**src/hdl/ext_ctrl_pkg.sv**
```systemverilog
package ext_ctrl_pkg;

    // Clock and time base
    localparam int CLK_HZ = 25_000_000;
    localparam int CYCLES_PER_MS = CLK_HZ / 1000;

    // High-voltage re-enable lockout, a least time, so one extra cycle
    localparam int HV_LOCKOUT_MS = 2000;
    localparam int HV_LOCKOUT_CYCLES = HV_LOCKOUT_MS * CYCLES_PER_MS + 1;

    // Cycle-complete closure after each lamp flash
    localparam int CYCLE_END_MS = 50;
    localparam int CYCLE_END_CYCLES = CYCLE_END_MS * CYCLES_PER_MS;

    // Shortest halt closure that must be recognised, rounded down
    localparam int HALT_MIN_MS = 1;
    localparam int HALT_MIN_CYCLES = HALT_MIN_MS * CYCLES_PER_MS;

    // Counter width able to hold the longest default count
    localparam int TIMER_W = 26;

    // Contact bundle layout fed through the synchroniser
    localparam int NUM_CONTACTS = 14;
    localparam int C_HV_REQ = 0;
    localparam int C_FAULT_CLR = 1;
    localparam int C_FIRE = 2;
    localparam int C_HALT = 3;
    localparam int C_AIM = 4;
    localparam int C_EXT_EN = 5;
    localparam int C_BEAM_LSB = 6;
    localparam int C_SCHED_LSB = 9;

    // Field widths
    localparam int BEAM_W = 3;
    localparam int SCHED_W = 5;

    // Reset values
    localparam logic [BEAM_W-1:0] BEAM_RESET = 3'h0;
    localparam logic [SCHED_W-1:0] SCHED_RESET = 5'h00;

    // High-voltage state machine, one-hot
    typedef enum logic [2:0] {
        HV_OFF = 3'h1,
        HV_ON = 3'h2,
        HV_HOLD = 3'h4
    } hv_state_e;

endpackage

```
**src/hdl/contact_sync.sv**
```systemverilog
`timescale 1ns/1ns
module contact_sync #(
    parameter int WIDTH = 1
) (
    // Clock and reset
    input wire logic CLK,
    input wire logic RST_N,
    // Raw contacts, closed reads as one
    input wire logic [WIDTH-1:0] contact_in,
    // Synchronised level and edge pulses
    output logic [WIDTH-1:0] level_out,
    output logic [WIDTH-1:0] rise_out,
    output logic [WIDTH-1:0] fall_out
);
    logic [WIDTH-1:0] meta_reg;
    logic [WIDTH-1:0] stable_reg;
    logic [WIDTH-1:0] prev_reg;

    // First stage feeds only the second stage
    always_ff @(posedge CLK) begin
        if (!RST_N) begin
            meta_reg <= '0;
            stable_reg <= '0;
        end else begin
            meta_reg <= contact_in;
            stable_reg <= meta_reg;
        end
    end

    always_ff @(posedge CLK) begin
        if (!RST_N) begin
            prev_reg <= '0;
        end else begin
            prev_reg <= stable_reg;
        end
    end

    assign level_out = stable_reg;
    assign rise_out = stable_reg & ~prev_reg;
    assign fall_out = ~stable_reg & prev_reg;
endmodule

```
**src/hdl/external_control_input_decoder.sv**
```systemverilog
`timescale 1ns/1ns
// Functional notes
// - High voltage is on while the request contact is closed, off once open.
// - After switch-off, high voltage stays off for more than two seconds.
// - Faults raise an alarm; clear contact cancels it once the cause is gone.
// - A fire closure starts one laser pulse using the selected schedule.
// - Halt closure stops a running repeat sequence with nonzero pulse rate.
// - Halt closures of 1 ms or longer are always recognised.
// - Guide beam is on exactly while the aim contact is closed.
// - External contacts act only while the external enable is closed.
// - Each beam-select closure selects and readies its beam input unit.
// - Schedule number is the weighted sum 1, 2, 4, 8, 16 of closed inputs.
// - Cycle-complete output closes for 50 ms after each lamp flash.
// - Ready closes while high voltage is on and capacitor is charged.
// - Fault indicator stays open from a fault until it is reset.
// - Input-acceptance output follows the external enable contact.
module external_control_input_decoder
    import ext_ctrl_pkg::*;
#(
    parameter int LOCKOUT_CYCLES = ext_ctrl_pkg::HV_LOCKOUT_CYCLES,
    parameter int END_CYCLES = ext_ctrl_pkg::CYCLE_END_CYCLES,
    parameter int HALT_CYCLES = ext_ctrl_pkg::HALT_MIN_CYCLES
) (
    // Clock and reset
    input wire logic CLK,
    input wire logic RST_N,

    // Contact inputs from the controller, closed reads as one
    input wire logic HIGH_VOLTAGE_REQUEST,
    input wire logic FAULT_CLEAR,
    input wire logic FIRE_REQUEST,
    input wire logic HALT_REQUEST,
    input wire logic AIM_REQUEST,
    input wire logic EXTERNAL_CONTROL_ENABLE,
    input wire logic [ext_ctrl_pkg::BEAM_W-1:0] BEAM_SELECT,
    input wire logic [ext_ctrl_pkg::SCHED_W-1:0] SCHEDULE_SELECT,

    // Welder status from logic on the same clock
    input wire logic FAULT_DETECTED,
    input wire logic FAULT_CAUSE_PRESENT,
    input wire logic CAPACITOR_CHARGED,
    input wire logic LAMP_FLASHED,
    input wire logic REPEAT_RATE_NONZERO,
    input wire logic REPEAT_SEQUENCE_ACTIVE,

    // Commands to the welder
    output logic HIGH_VOLTAGE_ON,
    output logic HV_LOCKOUT_ACTIVE,
    output logic ALARM_ACTIVE,
    output logic FIRE_START,
    output logic [ext_ctrl_pkg::SCHED_W-1:0] FIRE_SCHEDULE,
    output logic REPEAT_HALT,
    output logic GUIDE_BEAM_ON,
    output logic [ext_ctrl_pkg::BEAM_W-1:0] BEAM_UNIT_SELECT,
    output logic [ext_ctrl_pkg::SCHED_W-1:0] SCHEDULE_NUMBER,

    // Status contacts back to the controller, one means closed
    output logic READY_CLOSED,
    output logic FAULT_INDICATOR_CLOSED,
    output logic CYCLE_COMPLETE_CLOSED,
    output logic INPUT_ACCEPT_CLOSED
);
    import ext_ctrl_pkg::*;

    localparam logic [TIMER_W-1:0] LOCKOUT_LOAD = TIMER_W'(LOCKOUT_CYCLES);
    localparam logic [TIMER_W-1:0] END_LOAD = TIMER_W'(END_CYCLES);
    localparam logic [TIMER_W-1:0] HALT_LOAD = TIMER_W'(HALT_CYCLES);
    localparam logic [TIMER_W-1:0] TIMER_ONE = 26'h0000001;
    localparam logic [TIMER_W-1:0] TIMER_ZERO = 26'h0000000;

    // Weighted sum of closed schedule contacts, bit n weighs 2**n
    function automatic logic [SCHED_W-1:0] sched_value(
        input logic [SCHED_W-1:0] closed
    );
        logic [SCHED_W-1:0] sum;
        sum = '0;
        for (int i = 0; i < SCHED_W; i++) begin
            if (closed[i]) begin
                sum = sum | SCHED_W'(1 << i);
            end
        end
        return sum;
    endfunction

    // Down-counter step that stops at zero
    function automatic logic [TIMER_W-1:0] count_down(
        input logic [TIMER_W-1:0] value
    );
        return (value == TIMER_ZERO) ? TIMER_ZERO : value - TIMER_ONE;
    endfunction

    logic [NUM_CONTACTS-1:0] raw_contacts;
    logic [NUM_CONTACTS-1:0] sync_level;
    logic [NUM_CONTACTS-1:0] sync_rise;
    logic enabled;
    logic hv_req;
    logic fault_clr;
    logic fire_edge;
    logic halt_closed;
    logic aim_closed;
    logic [BEAM_W-1:0] beam_closed;
    logic [SCHED_W-1:0] sched_closed;

    hv_state_e hv_state_reg;
    hv_state_e hv_state_next;
    logic [TIMER_W-1:0] lockout_cnt_reg;
    logic [TIMER_W-1:0] end_cnt_reg;
    logic [TIMER_W-1:0] halt_cnt_reg;
    logic halt_seen;
    logic alarm_reg;
    logic fire_reg;
    logic [SCHED_W-1:0] fire_sched_reg;
    logic halt_pulse_reg;
    logic guide_reg;
    logic [BEAM_W-1:0] beam_reg;
    logic [SCHED_W-1:0] sched_reg;
    logic ready_reg;
    logic accept_reg;

    // Bundle order must match the contact positions kept in the package
    assign raw_contacts = {SCHEDULE_SELECT, BEAM_SELECT,
                           EXTERNAL_CONTROL_ENABLE, AIM_REQUEST,
                           HALT_REQUEST, FIRE_REQUEST, FAULT_CLEAR,
                           HIGH_VOLTAGE_REQUEST};

    // All contacts cross into the clock domain together
    contact_sync #(
        .WIDTH(NUM_CONTACTS)
    ) u_contact_sync (
        .CLK(CLK),
        .RST_N(RST_N),
        .contact_in(raw_contacts),
        .level_out(sync_level),
        .rise_out(sync_rise),
        .fall_out()
    );

    // Command contacts are gated by the enable here; beam and schedule are gated at their registers
    assign enabled = sync_level[C_EXT_EN];
    assign hv_req = enabled & sync_level[C_HV_REQ];
    assign fault_clr = enabled & sync_level[C_FAULT_CLR];
    assign fire_edge = enabled & sync_rise[C_FIRE];
    assign halt_closed = enabled & sync_level[C_HALT];
    assign aim_closed = enabled & sync_level[C_AIM];
    assign beam_closed = sync_level[C_BEAM_LSB +: BEAM_W];
    assign sched_closed = sync_level[C_SCHED_LSB +: SCHED_W];

    // High voltage follows the request, with a hold-off after each drop
    always_comb begin
        hv_state_next = hv_state_reg;
        case (hv_state_reg)
            HV_OFF: begin
                if (hv_req) begin
                    hv_state_next = HV_ON;
                end
            end
            HV_ON: begin
                if (!hv_req) begin
                    hv_state_next = HV_HOLD;
                end
            end
            HV_HOLD: begin
                // Request is ignored here even if it closes again
                if (lockout_cnt_reg == TIMER_ONE) begin
                    hv_state_next = HV_OFF;
                end
            end
            default: begin
                hv_state_next = HV_OFF;
            end
        endcase
    end

    always_ff @(posedge CLK) begin
        if (!RST_N) begin
            hv_state_reg <= HV_OFF;
        end else begin
            hv_state_reg <= hv_state_next;
        end
    end

    // Counts one more cycle than two seconds so the wait is strictly longer
    always_ff @(posedge CLK) begin
        if (!RST_N) begin
            lockout_cnt_reg <= TIMER_ZERO;
        end else if (hv_state_reg == HV_ON && !hv_req) begin
            lockout_cnt_reg <= LOCKOUT_LOAD;
        end else begin
            lockout_cnt_reg <= count_down(lockout_cnt_reg);
        end
    end

    // A new fault wins over a clear arriving in the same cycle
    always_ff @(posedge CLK) begin
        if (!RST_N) begin
            alarm_reg <= 1'b0;
        end else if (FAULT_DETECTED) begin
            alarm_reg <= 1'b1;
        end else if (fault_clr && !FAULT_CAUSE_PRESENT) begin
            alarm_reg <= 1'b0;
        end
    end

    // One pulse per closure edge; the schedule is frozen with it
    always_ff @(posedge CLK) begin
        if (!RST_N) begin
            fire_reg <= 1'b0;
            fire_sched_reg <= SCHED_RESET;
        end else begin
            fire_reg <= fire_edge;
            if (fire_edge) begin
                fire_sched_reg <= sched_reg;
            end
        end
    end

    // Halt filter: a closure counts once it has stood for the minimum
    always_ff @(posedge CLK) begin
        if (!RST_N) begin
            halt_cnt_reg <= TIMER_ZERO;
        end else if (!halt_closed) begin
            halt_cnt_reg <= TIMER_ZERO;
        end else if (halt_cnt_reg != HALT_LOAD) begin
            halt_cnt_reg <= halt_cnt_reg + TIMER_ONE;
        end
    end

    // True on one cycle only, as the count saturates just after it
    assign halt_seen = halt_closed && (halt_cnt_reg == HALT_LOAD - TIMER_ONE);

    // Only repeat sequences with a nonzero rate can be halted
    always_ff @(posedge CLK) begin
        if (!RST_N) begin
            halt_pulse_reg <= 1'b0;
        end else begin
            halt_pulse_reg <= halt_seen && REPEAT_SEQUENCE_ACTIVE &&
                              REPEAT_RATE_NONZERO;
        end
    end

    always_ff @(posedge CLK) begin
        if (!RST_N) begin
            guide_reg <= 1'b0;
        end else begin
            // The sync delay and this one register lie between contact and beam
            guide_reg <= aim_closed;
        end
    end

    // Selections keep their last value while external control is off
    always_ff @(posedge CLK) begin
        if (!RST_N) begin
            beam_reg <= BEAM_RESET;
            sched_reg <= SCHED_RESET;
        end else if (enabled) begin
            beam_reg <= beam_closed;
            sched_reg <= sched_value(sched_closed);
        end
    end

    // Retriggers on a new flash so the closure always spans the last one
    always_ff @(posedge CLK) begin
        if (!RST_N) begin
            end_cnt_reg <= TIMER_ZERO;
        end else if (LAMP_FLASHED) begin
            end_cnt_reg <= END_LOAD;
        end else begin
            end_cnt_reg <= count_down(end_cnt_reg);
        end
    end

    always_ff @(posedge CLK) begin
        if (!RST_N) begin
            ready_reg <= 1'b0;
            accept_reg <= 1'b0;
        end else begin
            // Next state is used so ready cannot lag the high-voltage output
            ready_reg <= (hv_state_next == HV_ON) && CAPACITOR_CHARGED;
            accept_reg <= enabled;
        end
    end

    // Status contacts read one when closed; the indicator opens on a fault
    assign HIGH_VOLTAGE_ON = (hv_state_reg == HV_ON);
    assign HV_LOCKOUT_ACTIVE = (hv_state_reg == HV_HOLD);
    assign ALARM_ACTIVE = alarm_reg;
    assign FIRE_START = fire_reg;
    assign FIRE_SCHEDULE = fire_sched_reg;
    assign REPEAT_HALT = halt_pulse_reg;
    assign GUIDE_BEAM_ON = guide_reg;
    assign BEAM_UNIT_SELECT = beam_reg;
    assign SCHEDULE_NUMBER = sched_reg;
    assign READY_CLOSED = ready_reg;
    assign FAULT_INDICATOR_CLOSED = ~alarm_reg;
    assign CYCLE_COMPLETE_CLOSED = (end_cnt_reg != TIMER_ZERO);
    assign INPUT_ACCEPT_CLOSED = accept_reg;
endmodule

```
**config.mk**
```make
export PLATFORM = sky130hd
export DESIGN_NAME = external_control_input_decoder
export DESIGN_NICKNAME = d
export VERILOG_FILES = /design/src/hdl/ext_ctrl_pkg.sv /design/src/hdl/contact_sync.sv /design/src/hdl/external_control_input_decoder.sv
export SDC_FILE = /design/constraint.sdc
export NUM_CORES = 1
export LEC_CHECK = 0
export BUFFER_PORTS_ARGS = -buffer_cell sky130_fd_sc_hd__buf_2
export CAP_MARGIN = 5
export CORE_ASPECT_RATIO = 1.2
export CORE_MARGIN = 5
export CORE_UTILIZATION = 59
export DETAILED_ROUTE_END_ITERATION = 12
export PLACE_DENSITY = 0.79
export SYNTH_ARGS = -nofsm -noshare
export SYNTH_HDL_FRONTEND = slang
export SYNTH_SLANG_ARGS = --single-unit
```
**constraint.sdc**
```tcl
create_clock -name CLK -period 2.45 [get_ports CLK]
set_clock_uncertainty 0.1 [all_clocks]
set_input_delay 0.49 -clock CLK [delete_from_list [all_inputs] [get_ports CLK]]
set_output_delay 0.49 -clock CLK [all_outputs]
set_load 0.05 [all_outputs]
```
==> impl_metrics.csv <==
group,metric,value,unit
synthesis,ys_seq_elements,129,
sta,period_minus_slack,2599,ps
cts,cts_root_buffer,"clkbuf_8",
run_status,violations,"setup timing",
final_layout,instances_no_fill,762,
global_routing,grt_pass1_vias,4050,
worst_setup_path,worstPathMaxFanout,2,
sta,hold_ws,74.71,ps
final_layout,drive_gt1_share,17.83,%
cts,insertion_delay,520,ps
synthesis,synth_warnings,0,
final_layout,area_growth,20.36,%
synthesis,syn_nets,595,
synthesis,synth_area,5243,µm²
pwr,vdd_drop_max,0.0007495,V
final_layout,diodes,0,
worst_setup_path,critical_path_arrival,2010,ps
place,dp.cells,726,
global_routing,grt_pass1_wl,18630,µm
synthesis,ys.flop_type,"dfxtp_1",
synthesis,avgSynthCellArea,9.246,µm²
global_routing,grt_max_degree,50,
global_routing,antenna_found_initial,0,
worst_setup_path,critical_path_class,"flop to output pin",
routing,via_count,4121,
place,globalplace.congestion,0.8425,
synthesis,synth_edf_count,0,
min_path,hp-class,"input pin to flop",
sta,finalSetupViolCount,1,
worst_setup_path,path_cells,"or4_4 -> nor4_4 -> nand3_2 -> buf_8",
sta,relSlewSlack,58.10,%
pwr,p_leak,2.493,nW
sta,finalSetupTns,-148.9,ps
final_layout,finalNetCount,660,
floorplan,dieHeight,113.3,µm
sta,post-route-period-util,106.1,%
worst_setup_path,critPathTopFamily,"simple AND/OR/NAND/NOR gates",
worst_setup_path,crit_required,1860,ps
sta,hold_violations,0,
worst_setup_path,crit_path_end_kind,"output pin",
run_status,status,"complete, but fails checks",
cts,cts_hold_buf,0,
routing,wl,10700,µm
floorplan,rows,37,
cts,htree_levels,4,
synthesis,synth_top_area_share,49.26,%
cts,clkTransAtPathRegs,70,ps
worst_setup_path,worst_path_max_delay_cell,"or4_4",
synthesis,synth_largest_area_cell,"dfxtp_1",
worst_setup_path,cp-start-kind,"flop",
cts,clock_path_buffers,2,
pwr,p_per_area,1050,nW/µm²
cts,cts_buffers,17,
routing,wl_met2,5402,µm
routing,drc,0,
routing,firstDrtPassIters,5,
sta,setup_ws,-148.9,ps
routing,wl_per_cell,14.04,µm
routing,via_per_inst,5.408,
synthesis,synth-seq-area-share,49.26,%
sta,max_slew.worst_pin.slew,623.8,ps
floorplan,core,8611,µm²
synthesis,yosysUniqueCellTypes,49,
sta,grt_setup_unrepaired,"yes",
worst_setup_path,crit_cells,4,
synthesis,synth_area_leaders,"dfxtp_1 49%, nor2_1 5.5%, xor2_1 5.2%",
floorplan,ios,45,
global_routing,grtUsageTotal,21.48,%
global_routing,grt_overflow,0,
synthesis,synth_cells,567,
job,max_cap_viol_count,0,
routing,ant_nets,0,
worst_setup_path,max_stage_delay,560,ps
place,port_buffers,44,
floorplan,dieArea,10880,µm²
routing,drt_iter0_drc,196,
sta,fmax,0.3848,GHz
routing,routed.top_layer,"met4",
routing,met3_length,486,µm
worst_setup_path,r2r_cells,6,
cts,tritoncts,"built",
routing,wl_met1,4613,µm
worst_setup_path,cp.buffers_inverters,1,
min_path,hold_depth,2,
final_layout,fin_util,73.28,%
place,dpl.hpwl,7147,µm
synthesis,synthArstFlopShare,0,%
cts,cts.sinks,129,
floorplan,die_w,96.05,µm
floorplan,start_util,60.88,%
sta,drv_slew,0,
## logic make-up (layout without fill, tap and decap cells)
kind of cell / after synthesis / count (layout) / share of synthesized area (%)
buf+inv: 28 / 106 / 2.243
fa+ha+maj: 6 / 6 / 1.432
flops: 129 / 129 / 49.26
xor+xnor: 56 / 56 / 9.356
compound gates: 47 / 47 / 5.346
simple gates: 284 / 284 / 29.12
mux: 17 / 17 / 3.246
## path summary, 6_finish.rpt
kind	start	endpoint	slack, ps
max	end_cnt_reg[18]	CYCLE_COMPLETE_CLOSED	-150
max reg2reg	lockout_cnt_reg[20]	lockout_cnt_reg[12]	110
min reg2reg	u_contact_sync.meta_reg[4]	u_contact_sync.level_out[4]	330
min	BEAM_SELECT[0]	u_contact_sync.meta_reg[6]	70
## synthesized netlist by cell type (3+ instances only)
cell type,number
dfxtp_1,129
nor2_1,77
nand2_1,29
inv_1,10
xor2_1,31
a21oi_1,12
nor4_1,11
a31oi_1,5
ha_1,6
clkbuf_1,12
or4_1,10
nand2b_1,6
nor3_1,27
or3_1,8
buf_1,3
nand4_1,13
o21ai_0,21
xnor2_1,25
nand3b_1,3
nor2b_1,23
mux2i_1,17
nand3_1,23
and2_1,33
## cells in the final DEF (no fill, tap or decap), drive strengths merged, types with 2 or more instances in the layout
master	n
xor2	31
clkinv	3
dfxtp	129
nor2b	23
nor3	27
ha	6
nand3b	3
or4	12
inv	20
clkbuf	17
a21oi	12
mux2i	17
nand2	29
o21ai	21
and2	35
nor2	77
nor4	13
or2	2
xnor2	25
nor3b	2
nor4b	2
or3	10
and3	2
a31oi	5
o41ai	2
nand2b	7
buf	64
nand4	14
nand3	24
## power breakdown
part           total [mW]  switching (mW)  internal, mW
clock                2.43            1.03          1.40
combinational        1.65           0.873         0.773
sequential           2.55           0.220          2.33
## through the flow
stage	worst slack (ps)	cell area [µm²]	power, mW
5_1_grt	-248.2	6310	6.994
4_1_cts	-172.2	6280	6.616
6_report	-148.9	6310	6.625
3_5_place_dp	142.7	5649	4.137
2_1_floorplan	58.76	5243	3.752
3_3_place_gp	172.0	5649	4.080
## metal layers
metal / track usage [%] / vias to the layer above
li1: - / 2082
met1: 26.63 / 1924
met2: 34.96 / 97
met3: 5.452 / 18
met4: 9.108 / 0
met5: 0 / -
## layout make-up
class | instances | area, µm²
clock buffers | 17 | 414.1
clock inverters | 15 | 163.9
fillers | 638 | 2301
inverters | 10 | 37.54
multi-input cells | 410 | 2571
flip-flops and latches | 129 | 2584
well taps | 117 | 146.4
repair buffers | 64 | 392.9
## repair_timing
item | CTS | global route
pin swaps | 3 | 1
endpoints found under the setup margin | 1 | 3
resized for setup | 9 | 2
buffers inserted | 2 | 2
Power figures use the tool's default switching activity.
